$ cat src/design/lbh_pkg.sv
// Purpose: shared constants and types for the local bus lane/hold/irq block
// Assumes: single clock SYS_CLK, synchronous active-low reset
// Notes:   bus width codes select the byte strobe encoding
`default_nettype none
package lbh_pkg;

    typedef enum logic [1:0] {
        LBH_W32 = 2'b00,
        LBH_W16 = 2'b01,
        LBH_W8  = 2'b10
    } lbh_width_t;

    localparam int         LBH_LANES     = 4;
    localparam int         LBH_DATA_W    = 32;
    localparam logic [3:0] LBH_STRB_IDLE = 4'hf;
    localparam logic       LBH_REQ_RST   = 1'b0;
    localparam logic       LBH_IRQ_RST   = 1'b0;

    typedef enum logic [1:0] {
        LBH_IDLE = 2'b00,
        LBH_REQ  = 2'b01,
        LBH_XFER = 2'b10
    } lbh_state_t;

endpackage : lbh_pkg
`default_nettype wire

$ cat src/design/lbh_if.sv
// Purpose: link between the bridge end and the processor/arbiter end
// Assumes: both ends clocked by SYS_CLK
// Notes:   request is three-stated; the arbiter end resolves the wire from req_oe
`default_nettype none
interface lbh_if;
    logic       req_out;
    logic       req_oe;
    logic       grant;
    logic [3:0] strb_n_out;
    logic       strb_oe;
    logic [3:0] strb_n_in;
    logic       irq_in_n;
    logic       irq_out_n_out;
    logic       irq_out_oe;

    modport bridge (
        output req_out, req_oe, strb_n_out, strb_oe, irq_out_n_out, irq_out_oe,
        input  grant, strb_n_in, irq_in_n
    );
    modport partner (
        input  req_out, req_oe, strb_n_out, strb_oe, irq_out_n_out, irq_out_oe,
        output grant, strb_n_in, irq_in_n
    );
endinterface : lbh_if
`default_nettype wire

$ cat src/design/lbh_bridge.sv
// Purpose: bridge end: bus request/grant, byte strobe encoding, interrupts
// Assumes: all pins synchronous to SYS_CLK (local clock)
// Notes:   request pin is a level plus an enable; the arbiter end resolves the float
//          strobes stand from the request until the transfer ends
//          a grant lost mid-transfer sends the engine back to requesting
//          no software-visible registers; interrupt sources arrive as plain ports
// Functional notes
// - 32-bit: strobe n qualifies byte lane n
// - 16-bit: strobe3 upper, strobe1 A1, strobe0 lower
// - 8-bit: strobes 1,0 carry address bits 1,0
// - assert request whenever bus ownership needed
// - arbiter asserts grant answering the request
// - arbiter grants only while request asserted
// - request floats in reset or unselected
// - local interrupt input raises PCI interrupt
// - interrupt output held while enabled condition persists
`default_nettype none
module lbh_bridge
    import lbh_pkg::*;
#(
    parameter int N_IRQ = 2
) (
    input  wire logic             SYS_CLK,
    input  wire logic             RESET_N,
    lbh_if.bridge                 link,
    input  wire logic             HOST_MODE_SELECT_N,
    input  wire logic             PCI_RESET_N,
    input  wire logic             LOCAL_SIDE_RESET_N,
    input  wire logic             BOARD_SELECT_N,
    input  wire lbh_width_t       WIDTH,
    input  wire logic             XFER_START,
    input  wire logic [1:0]       XFER_ADDR,
    input  wire logic [3:0]       XFER_BYTES,
    input  wire logic             XFER_LAST,
    input  wire logic [N_IRQ-1:0] IRQ_ENABLE,
    input  wire logic [N_IRQ-1:0] IRQ_COND,
    output logic                  XFER_BUSY,
    output logic                  XFER_DRIVING,
    output logic                  PCI_INTA_N
);
    // refuse builds that the encoder and the interrupt path cannot serve
    if (N_IRQ < 1) begin : g_bad_irq
        $error("N_IRQ must be at least 1");
    end
    if ((LBH_LANES != 4) || (LBH_DATA_W != 32)) begin : g_bad_bus
        $error("strobe encoder serves only four byte lanes of a 32-bit bus");
    end

    lbh_state_t       state_ff;
    lbh_state_t       nxt_state;
    logic             req_ff;
    logic             nxt_req;
    logic [3:0]       strb_ff;
    logic [3:0]       nxt_strb;
    logic             drive_ff;
    logic             nxt_drive;
    logic             inta_ff;
    logic             nxt_inta;
    logic             lirq_ff;
    logic             nxt_lirq;
    logic             float_req;
    logic             take_start;
    logic             grant_gone;
    logic             xfer_done;
    logic [3:0]       enc;
    logic [N_IRQ-1:0] active;

    // pin float conditions are combinational so the pin releases at once
    assign float_req = (HOST_MODE_SELECT_N & ~PCI_RESET_N)
                     | (~HOST_MODE_SELECT_N & ~LOCAL_SIDE_RESET_N)
                     | BOARD_SELECT_N;

    // transfer events for the state group; the strobe group also uses take_start and xfer_done
    assign take_start = (state_ff == LBH_IDLE) & XFER_START;
    assign grant_gone = (state_ff == LBH_XFER) & ~link.grant;
    assign xfer_done  = (state_ff == LBH_XFER) & link.grant & XFER_LAST;

    genvar i;
    generate
        for (i = 0; i < N_IRQ; i++) begin : g_irq
            assign active[i] = IRQ_ENABLE[i] & IRQ_COND[i];
        end
    endgenerate

    always_comb begin
        enc = ~XFER_BYTES;
        unique case (WIDTH)
            LBH_W16: enc = {~XFER_BYTES[1], 1'b1, XFER_ADDR[1], ~XFER_BYTES[0]};
            LBH_W8:  enc = {2'b11, XFER_ADDR};
            default: enc = ~XFER_BYTES;
        endcase
    end

    always_comb begin
        nxt_state = state_ff;
        unique case (state_ff)
            LBH_IDLE: begin
                if (take_start) begin
                    nxt_state = LBH_REQ;
                end
            end
            LBH_REQ: begin
                if (link.grant) begin
                    nxt_state = LBH_XFER;
                end
            end
            LBH_XFER: begin
                // losing grant mid-transfer backs off and re-requests
                if (grant_gone) begin
                    nxt_state = LBH_REQ;
                end else if (xfer_done) begin
                    nxt_state = LBH_IDLE;
                end
            end
            default: nxt_state = LBH_IDLE;
        endcase
    end

    always_ff @(posedge SYS_CLK) begin
        if (!RESET_N) begin
            state_ff <= LBH_IDLE;
        end else begin
            state_ff <= nxt_state;
        end
    end

    // the request pin comes straight from a flop so it never glitches between edges
    always_comb begin
        nxt_req = (nxt_state != LBH_IDLE);
    end

    always_ff @(posedge SYS_CLK) begin
        if (!RESET_N) begin
            req_ff <= LBH_REQ_RST;
        end else begin
            req_ff <= nxt_req;
        end
    end

    // strobes are captured with the request and held until the transfer ends,
    // so the far end sees one stable lane pattern for the whole ownership
    always_comb begin
        nxt_strb = strb_ff;
        if (take_start) begin
            nxt_strb = enc;
        end else if (xfer_done) begin
            nxt_strb = LBH_STRB_IDLE;
        end
    end

    always_ff @(posedge SYS_CLK) begin
        if (!RESET_N) begin
            strb_ff <= LBH_STRB_IDLE;
        end else begin
            strb_ff <= nxt_strb;
        end
    end

    // drive only after a sampled grant; the pin enable also gates on the live
    // grant so a withdrawn grant releases the strobes at once
    always_comb begin
        nxt_drive = 1'b0;
        if (link.grant) begin
            if (state_ff == LBH_REQ) begin
                nxt_drive = 1'b1;
            end else if ((state_ff == LBH_XFER) && !XFER_LAST) begin
                nxt_drive = 1'b1;
            end
        end
    end

    always_ff @(posedge SYS_CLK) begin
        if (!RESET_N) begin
            drive_ff <= 1'b0;
        end else begin
            drive_ff <= nxt_drive;
        end
    end

    // registered, so the output drops one cycle after the last cause clears
    always_comb begin
        nxt_inta = ~link.irq_in_n;
        nxt_lirq = |active;
    end

    always_ff @(posedge SYS_CLK) begin
        if (!RESET_N) begin
            inta_ff <= LBH_IRQ_RST;
            lirq_ff <= LBH_IRQ_RST;
        end else begin
            inta_ff <= nxt_inta;
            lirq_ff <= nxt_lirq;
        end
    end

    assign link.req_out       = req_ff;
    assign link.req_oe        = ~float_req;
    assign link.strb_n_out    = strb_ff;
    assign link.strb_oe       = drive_ff & link.grant;
    assign link.irq_out_n_out = 1'b0;
    assign link.irq_out_oe    = lirq_ff;
    assign XFER_BUSY          = req_ff;
    assign XFER_DRIVING       = drive_ff;
    assign PCI_INTA_N         = ~inta_ff;
endmodule : lbh_bridge
`default_nettype wire

$ cat src/flat_wrapper.sv
// flat-port wrapper written by rule: the top's interface ports become plain ports
module lbh_bridge_flat import lbh_pkg::*;
#(
    parameter int N_IRQ = 2
)
  (SYS_CLK, RESET_N, HOST_MODE_SELECT_N, PCI_RESET_N, LOCAL_SIDE_RESET_N, BOARD_SELECT_N, WIDTH, XFER_START, XFER_ADDR, XFER_BYTES, XFER_LAST, IRQ_ENABLE, IRQ_COND, XFER_BUSY, XFER_DRIVING, PCI_INTA_N, link_req_out, link_req_oe, link_strb_n_out, link_strb_oe, link_irq_out_n_out, link_irq_out_oe, link_grant, link_strb_n_in, link_irq_in_n);
  lbh_if link_i ();
  input  wire logic SYS_CLK;
  input  wire logic RESET_N;
  input  wire logic HOST_MODE_SELECT_N;
  input  wire logic PCI_RESET_N;
  input  wire logic LOCAL_SIDE_RESET_N;
  input  wire logic BOARD_SELECT_N;
  input  wire lbh_width_t WIDTH;
  input  wire logic XFER_START;
  input  wire logic [1:0] XFER_ADDR;
  input  wire logic [3:0] XFER_BYTES;
  input  wire logic XFER_LAST;
  input  wire logic [N_IRQ-1:0] IRQ_ENABLE;
  input  wire logic [N_IRQ-1:0] IRQ_COND;
  output logic XFER_BUSY;
  output logic XFER_DRIVING;
  output logic PCI_INTA_N;
  output wire logic [$bits(link_i.req_out)-1:0] link_req_out;
  output wire logic [$bits(link_i.req_oe)-1:0] link_req_oe;
  output wire logic [$bits(link_i.strb_n_out)-1:0] link_strb_n_out;
  output wire logic [$bits(link_i.strb_oe)-1:0] link_strb_oe;
  output wire logic [$bits(link_i.irq_out_n_out)-1:0] link_irq_out_n_out;
  output wire logic [$bits(link_i.irq_out_oe)-1:0] link_irq_out_oe;
  input wire logic [$bits(link_i.grant)-1:0] link_grant;
  input wire logic [$bits(link_i.strb_n_in)-1:0] link_strb_n_in;
  input wire logic [$bits(link_i.irq_in_n)-1:0] link_irq_in_n;
  assign link_req_out = link_i.req_out;
  assign link_req_oe = link_i.req_oe;
  assign link_strb_n_out = link_i.strb_n_out;
  assign link_strb_oe = link_i.strb_oe;
  assign link_irq_out_n_out = link_i.irq_out_n_out;
  assign link_irq_out_oe = link_i.irq_out_oe;
  assign link_i.grant = link_grant;
  assign link_i.strb_n_in = link_strb_n_in;
  assign link_i.irq_in_n = link_irq_in_n;
  lbh_bridge #(.N_IRQ(N_IRQ)) u_core (.SYS_CLK(SYS_CLK), .RESET_N(RESET_N), .link(link_i), .HOST_MODE_SELECT_N(HOST_MODE_SELECT_N), .PCI_RESET_N(PCI_RESET_N), .LOCAL_SIDE_RESET_N(LOCAL_SIDE_RESET_N), .BOARD_SELECT_N(BOARD_SELECT_N), .WIDTH(WIDTH), .XFER_START(XFER_START), .XFER_ADDR(XFER_ADDR), .XFER_BYTES(XFER_BYTES), .XFER_LAST(XFER_LAST), .IRQ_ENABLE(IRQ_ENABLE), .IRQ_COND(IRQ_COND), .XFER_BUSY(XFER_BUSY), .XFER_DRIVING(XFER_DRIVING), .PCI_INTA_N(PCI_INTA_N));
endmodule
$ cat config.mk
export PLATFORM = sky130hd
export DESIGN_NAME = lbh_bridge_flat
export DESIGN_NICKNAME = d
export VERILOG_FILES = /design/src/design/lbh_pkg.sv /design/src/design/lbh_if.sv /design/src/design/lbh_bridge.sv /design/src/flat_wrapper.sv
export SDC_FILE = /design/constraint.sdc
export NUM_CORES = 1
export LEC_CHECK = 0
export ABC_AREA = 1
export BUFFER_PORTS_ARGS = -buffer_cell sky130_fd_sc_hd__buf_2
export CAP_MARGIN = 5
export CORE_MARGIN = 5
export CORE_UTILIZATION = 39
export CTS_CLUSTER_DIAMETER = 30
export CTS_CLUSTER_SIZE = 30
export DETAILED_ROUTE_END_ITERATION = 10
export GPL_TIMING_DRIVEN = 0
export PLACE_DENSITY = 0.85
export SKIP_CTS_REPAIR_TIMING = 1
export SLEW_MARGIN = 20
export SYNTH_ARGS = -nofsm -noshare
export SYNTH_HDL_FRONTEND = slang
export SYNTH_SLANG_ARGS = --single-unit
$ cat constraint.sdc
create_clock -name SYS_CLK -period 1.3 [get_ports SYS_CLK]
set_clock_uncertainty 0.1 [all_clocks]
set_input_delay 0.13 -clock SYS_CLK [delete_from_list [all_inputs] [get_ports SYS_CLK]]
set_output_delay 0.13 -clock SYS_CLK [all_outputs]
set_load 0.05 [all_outputs]
==> results of run 1 <==
metrics by stage:
step                instances  setup slack (ns)  hold WS [ns]
floorplan                  83            0.0414         0.102
global placement          130            0.0801         0.189
detailed placement        130            0.0494         0.205
CTS                       133             0.143       -0.0673
global route              134             0.106        0.0240
finish                    134             0.148       0.00471
cell usage in the layout, fill, tap and decap left out, types with 2 or more instances in the layout:
cell      instances
nand3_1           9
inv_1            14
nor2_1            6
nand2_2           2
clkbuf_4          3
ha_1              2
buf_2            32
inv_2             5
buf_4             2
nand2_1          25
dfxtp_1          10
final timing paths:
path	cells past startpoint	from	endpoint	slack (ns)
setup / recovery	2	u_core.XFER_BUSY	link_req_out	0.15
hold / removal	3	IRQ_COND[1]	u_core.link.irq_out_oe	0.005
setup reg to reg	6	u_core.state_ff[0]	u_core.link.strb_n_out[3]	0.26
hold reg to reg	2	u_core.link.strb_n_out[2]	u_core.link.strb_n_out[2]	0.40
metal layers:
metal  GRT usage  vias to the layer above  part of all wire
li1            -                      316                 -
met1       0.119                      249              0.37
met2       0.198                       29              0.49
met3      0.0113                        2              0.14
met4      0.0645                        0            0.0098
met5           0                        -                 0
power groups by stage:
| stage | combinational [mW] | clock [mW] | sequential (mW) |
|---|---|---|---|
| after floorplan | 0.138 | 0 | 0.417 |
| after global placement | 0.277 | 0 | 0.350 |
| after detailed placement | 0.283 | 0 | 0.351 |
| after CTS | 0.284 | 0.204 | 0.344 |
| after global routing | 0.309 | 0.216 | 0.347 |
| final | 0.283 | 0.201 | 0.344 |
state kept, by name (all words and copies together) (netlist names):
signal	flops
u_core.XFER_DRIVING	1
u_core.inta_ff	1
u_core.state_ff	2
u_core.link.strb_n_out	4
u_core.XFER_BUSY	1
u_core.link.irq_out_oe	1
final cells by class:
cell class / count / area share
repair buffers: 33 / 0.223
plain buffers: 2 / 0.0197
multi-input cells: 52 / 0.346
clock buffers: 3 / 0.0296
flip-flops and latches: 10 / 0.263
inverters: 19 / 0.0936
well taps: 15 / 0.0246
kinds of logic after synthesis:
kind of cell               count (synthesis)
muxes                                      1
DFF                                       10
adders and majority gates                  2
buffers and inverters                     21
AOI/OAI and AO/OA                          3
and+or+nand+nor                           45
other                                      1
worst register-to-register path: cells and delay by family (launching register included):
family | cells | cell delay, ns
buf+inv | 1 | 0.08
flops | 1 | 0.34
simple gates | 5 | 0.42
==> impl_metrics.py, run 1 <==
metrics = {
    "die": {
        "die_w_um": 47.6,
        "core_um2": 1320,
        "die_area_um2": 2260,
        "initial_core_util": 0.418,
        "fp.dieH_um": 47.6,
        "ios": 38,
        "rows": 13,
    },
    "global_routing": {
        "antenna_found_initial": 0,
        "grt_pass1_vias": 504,
        "grt-ovfl-total": 0,
        "grt_max_degree": 11,
        "grt_pass1_wl_um": 1760,
        "grt_usage": 0.108,
    },
    "logic_synthesis": {
        "synthMuxAreaShare": 0.0182,
        "syn_area_per_cell_um2": 6.63,
        "yosys-top-cells-area": "dfxtp_1 36%, nand2_1 17%, inv_1 9.5%, nand3_1 8.2%, ha_1 4.5%",
        "synth_top_area_cell": "dfxtp_1",
        "ys.flop_type": "dfxtp_1",
        "synth_top_area_share": 0.364,
        "async_reset_ff_frac": 0,
        "yosys.area_share.simple": 0.370,
        "synth-seq-area-share": 0.364,
        "ys_types": 17,
        "synth_compound_area_frac": 0.0386,
        "synth_most_common_cell": "nand2_1",
        "syn_area_um2": 551,
        "synth_top_family_by_area": "simple AND/OR/NAND/NOR gates",
        "syn_nets": 111,
        "ys_ff_latch": 10,
        "syn_inst": 83,
        "ys_warn_count": 0,
        "synth_edf_count": 0,
        "synth_fa_ha_area_frac": 0.0455,
        "synth_xor_area_frac": 0,
        "netlist_top_cells_count": "25 x nand2_1, 14 x inv_1, 10 x dfxtp_1",
    },
    "job": {
        "cap_viol_max_count": 0,
    },
    "drt": {
        "routed_wl_um": 1230,
        "drt-wirelength-per-cell_um": 9.17,
        "drt_iter0_drc": 4,
        "first_pass_iters": 4,
        "vias": 596,
        "drtAntennaViolNets": 0,
        "drc": 0,
        "vias_per_cell": 4.45,
    },
    "final_layout": {
        "antennaDiodeCount": 0,
        "num-fill-cells": 135,
        "synthToLayoutAreaGrowth_pct": 38.4,
        "drive_gt1_frac": 0.395,
        "multi_input_area_um2": 264,
        "fin_util": 0.578,
        "design_area_um2": 762,
        "final_nets": 149,
        "regArea_um2": 200,
    },
    "power_and_ir_drop": {
        "vdd_drop_max_mv": 0.472,
        "powerDensity_nw_per_um2": 1090,
        "sw_frac_of_total": 0.361,
        "combPwrFrac": 0.342,
        "total_power_mw": 0.829,
        "p_leak_nw": 0.490,
        "internal-power_mw": 0.529,
        "p_seq_frac": 0.415,
        "clkPwrFrac": 0.243,
        "p_switching_mw": 0.299,
    },
    "cts": {
        "clockBufferDepth": 2,
        "clk_pin_slew_ns": 0.06,
        "tritoncts": "done",
        "cts_root_buffer": "clkbuf_4",
        "clock_latency_ns": 0.26,
        "clock_sinks": 10,
        "cts_made_buffers": 3,
        "cts-htree-levels": 1,
    },
    "timing": {
        "slew_viol_final": 0,
        "min_period_over_period": 0.886,
        "fin_setup_tns_ns": 0,
        "min_period_ns": 1.15,
        "rsz0062_at_grt": "false",
        "fmax_mhz": 868,
        "setup_viol": 0,
        "finalHoldViolations": 0,
    },
    "place": {
        "portBuffers": 32,
        "postPlaceCellArea_um2": 729,
        "hpwl_um": 1050,
        "routabilityCongestion": 0.748,
    },
    "critical_path": {
        "crit_fanout": 2,
        "critical_path_buf_inv_count": 2,
        "cp_cell_sequence": "buf_4, buf_2",
        "critPathTopFamily": "buffers and inverters",
        "slowest_delay_ns": 0.32,
        "cp.required_ns": 1.07,
        "cp-start-kind": "flop",
        "crit_type": "flop to primary output",
        "critical_path.slowest_cell": "dfxtp_1",
        "cp_data_arrival_time_ns": 0.92,
        "cp-end-kind": "primary output",
    },
    "hold_path": {
        "min_path_type": "input port to flop",
    },
    "run_status": {
        "status": "finished clean",
    },
}
No activity file was read; power rests on OpenSTA's default activity.
==> run 2, diff against run 1 <==
--- a/config.mk
+++ b/config.mk
@@ -7,3 +7,2 @@
 export LEC_CHECK = 0
-export ABC_AREA = 1
 export BUFFER_PORTS_ARGS = -buffer_cell sky130_fd_sc_hd__buf_2
@@ -11,3 +10,3 @@
 export CORE_MARGIN = 5
-export CORE_UTILIZATION = 39
+export CORE_UTILIZATION = 37
 export CTS_CLUSTER_DIAMETER = 30
@@ -16,3 +15,3 @@
 export GPL_TIMING_DRIVEN = 0
-export PLACE_DENSITY = 0.85
+export PLACE_DENSITY = 0.84
 export SKIP_CTS_REPAIR_TIMING = 1
==> constraint.sdc (replaced) <==
create_clock -name SYS_CLK -period 1.3 [get_ports SYS_CLK]
set_clock_uncertainty 0.1 [all_clocks]
set_input_delay 0.065 -clock SYS_CLK [delete_from_list [all_inputs] [get_ports SYS_CLK]]
set_output_delay 0.065 -clock SYS_CLK [all_outputs]
set_load 0.05 [all_outputs]
==> run 2 against run 1 <==
Highest routed layer is now met3. Register-to-register slack got worse by 0.23 ns. Cell count decreased by 19%. Die area decreased by 4.3%. Critical endpoint is now u_core.link.strb_n_out[3]. The flow now finishes with violations (hold timing).
==> impl_metrics.py, run 2 <==
metrics = {
    "critical_path": {
        "crit_fanout": 6,
        "cp.required_ns": 1.35,
        "cp_data_arrival_time_ns": 1.31,
        "critical_path_buf_inv_count": 0,
        "setup.worst_path.end": "u_core.link.strb_n_out[3]",
        "r2r-end": "u_core.link.strb_n_out[3]",
        "slowest_delay_ns": 0.39,
        "r2r-start": "u_core.state_ff[1]",
        "critPathTopFamily": "simple AND/OR/NAND/NOR gates",
        "critical_path.slowest_cell": "or3b_4",
        "cp_cell_sequence": "nand2b_4, or3b_4, o22a_1",
        "crit_type": "flop to flop",
        "worstRegToRegCells": 3,
        "rrSetupSlack_ns": 0.03,
        "cp-end-kind": "flop",
        "cp-start-kind": "flop",
        "cp.depth": 3,
        "worstSetupStartpoint": "u_core.state_ff[1]",
    },
    "timing": {
        "rsz0062_at_grt": "true",
        "fin_setup_tns_ns": 0,
        "fin_ws_ns": 0.0331,
        "slew_viol_final": 0,
        "min_period_over_period": 0.975,
        "timing.hold.ws_ns": -0.00494,
        "finalHoldViolations": 2,
        "fmax_mhz": 789,
        "setup_viol": 0,
        "min_period_ns": 1.27,
    },
    "final_layout": {
        "final_nets": 124,
        "largest_reg_flops": 4,
        "drive_gt1_frac": 0.436,
        "final_common_cell": "buf_2",
        "synthToLayoutAreaGrowth_pct": 51.9,
        "antennaDiodeCount": 0,
        "layout_common_cells": "32 x buf_2, 8 x dfxtp_1, 5 x nor2_1, 5 x dlygate4sd3_1",
    },
    "power_and_ir_drop": {
        "combPwrFrac": 0.313,
        "p_seq_frac": 0.436,
        "powerDensity_nw_per_um2": 1040,
        "clkPwrFrac": 0.250,
        "p_leak_nw": 0.374,
        "vdd_drop_max_mv": 0.614,
        "p_switching_mw": 0.249,
        "internal-power_mw": 0.530,
        "sw_frac_of_total": 0.320,
    },
    "logic_synthesis": {
        "synth_top_area_share": 0.405,
        "ys.flop_type": "dfxtp_1",
        "yosys-top-cells-area": "dfxtp_1 41%, o22a_1 7.1%, ha_1 5.1%, nand2b_1 5.1%, mux2i_1 4.1%",
        "synth_top_area_cell": "dfxtp_1",
        "syn_nets": 82,
        "ys_warn_count": 0,
        "syn_area_um2": 494,
        "syn_area_per_cell_um2": 9.15,
        "synth_edf_count": 0,
        "synth-seq-area-share": 0.405,
        "synth_most_common_cell": "dfxtp_1",
        "async_reset_ff_frac": 0,
        "syn_inst": 54,
        "netlist_top_cells_count": "10 x dfxtp_1, 5 x nor2_1, 4 x nand2b_1, 4 x o22a_1",
        "ys_types": 22,
        "ys_ff_latch": 10,
    },
    "die": {
        "fp.dieH_um": 46.5,
        "die_w_um": 46.5,
        "ios": 38,
        "initial_core_util": 0.385,
        "rows": 13,
        "core_um2": 1280,
        "die_area_um2": 2170,
    },
    "place": {
        "pre_cts_slack_ns": -0.0236,
        "portBuffers": 32,
        "hpwl_um": 919,
        "routabilityCongestion": 0.713,
    },
    "cts": {
        "cts_root_buffer": "clkbuf_4",
        "cts_made_buffers": 3,
        "cts-htree-levels": 1,
        "clock_latency_ns": 0.25,
        "clockBufferDepth": 2,
        "clk_pin_slew_ns": 0.06,
        "tritoncts": "done",
        "clock_sinks": 10,
    },
    "drt": {
        "drt_iter0_drc": 4,
        "drt-wirelength-per-cell_um": 10.2,
        "drc": 0,
        "drtAntennaViolNets": 0,
        "routed_wl_um": 1110,
        "vias": 506,
        "first_pass_iters": 3,
        "vias_per_cell": 4.64,
    },
    "global_routing": {
        "grt-ovfl-total": 0,
        "grt_pass1_vias": 416,
        "grt_usage": 0.106,
        "grt_max_degree": 9,
        "grt_pass1_wl_um": 1630,
        "antenna_found_initial": 0,
    },
    "run_status": {
        "status": "finished with violations",
        "violations": "hold timing",
    },
    "hold_path": {
        "min_path_type": "input port to flop",
    },
    "job": {
        "cap_viol_max_count": 0,
    },
}
run 2: area by class of cell:
cell class | instances | area (um^2)
fill | 116 | 534
multi-input combinational | 39 | 268
timing repair buffer | 37 | 210
sequential | 10 | 205
clock buffer | 3 | 22.5
tap | 15 | 18.8
buffer | 2 | 15.0
inverter | 3 | 11.3
run 2: per-stage QoR:
stage                     instance area [um^2]   util  power (mW)  std cells
after detailed placement                   673  0.524       0.582        101
after floorplan                            494      -       0.511         54
final                                      751  0.584       0.780        109
after CTS                                  696  0.541       0.780        104
after global routing                       751  0.584       0.826        109
after global placement                     673  0.524       0.576        101
run 2: power groups by stage:
stage | Clock, mW | Sequential [mW] | Combinational (mW)
finish | 0.195 | 0.340 | 0.244
global route | 0.217 | 0.344 | 0.265
CTS | 0.204 | 0.341 | 0.235
detailed placement | 0 | 0.348 | 0.234
global placement | 0 | 0.346 | 0.230
floorplan | 0 | 0.404 | 0.107
run 2: cells by family (layout without fill, tap and decap cells):
kind of cell / count (synthesis) / count (layout) / share of synthesized area
DFF: 10 / 10 / 0.405
adders and majority gates: 2 / 2 / 0.0506
muxes: 2 / 2 / 0.0405
AOI/OAI and AO/OA: 14 / 14 / 0.203
buffers and inverters: 5 / 45 / 0.0532
and+or+nand+nor: 20 / 20 / 0.240
other: 1 / 1 / 0.00759
run 2: worst min path at each step:
stage	start	end	slack (ns)	cells past startpoint
global placement	link_irq_in_n	u_core.inta_ff	0.13	2
finish	RESET_N	u_core.state_ff[0]	-0.005	2
detailed placement	link_irq_in_n	u_core.inta_ff	0.13	2
global route	RESET_N	u_core.XFER_BUSY	-0.002	2
CTS	link_irq_in_n	u_core.inta_ff	-0.15	2
floorplan	link_irq_in_n	u_core.inta_ff	0.04	1
run 2: routing by layer:
layer / routed length (um) / vias up / GRT usage
met1: 400 / 218 / 0.119
met2: 608 / 17 / 0.184
li1: - / 271 / -
met3: 100 / 0 / 0.0352
met5: 0 / - / 0
met4: 0 / 0 / 0.0341
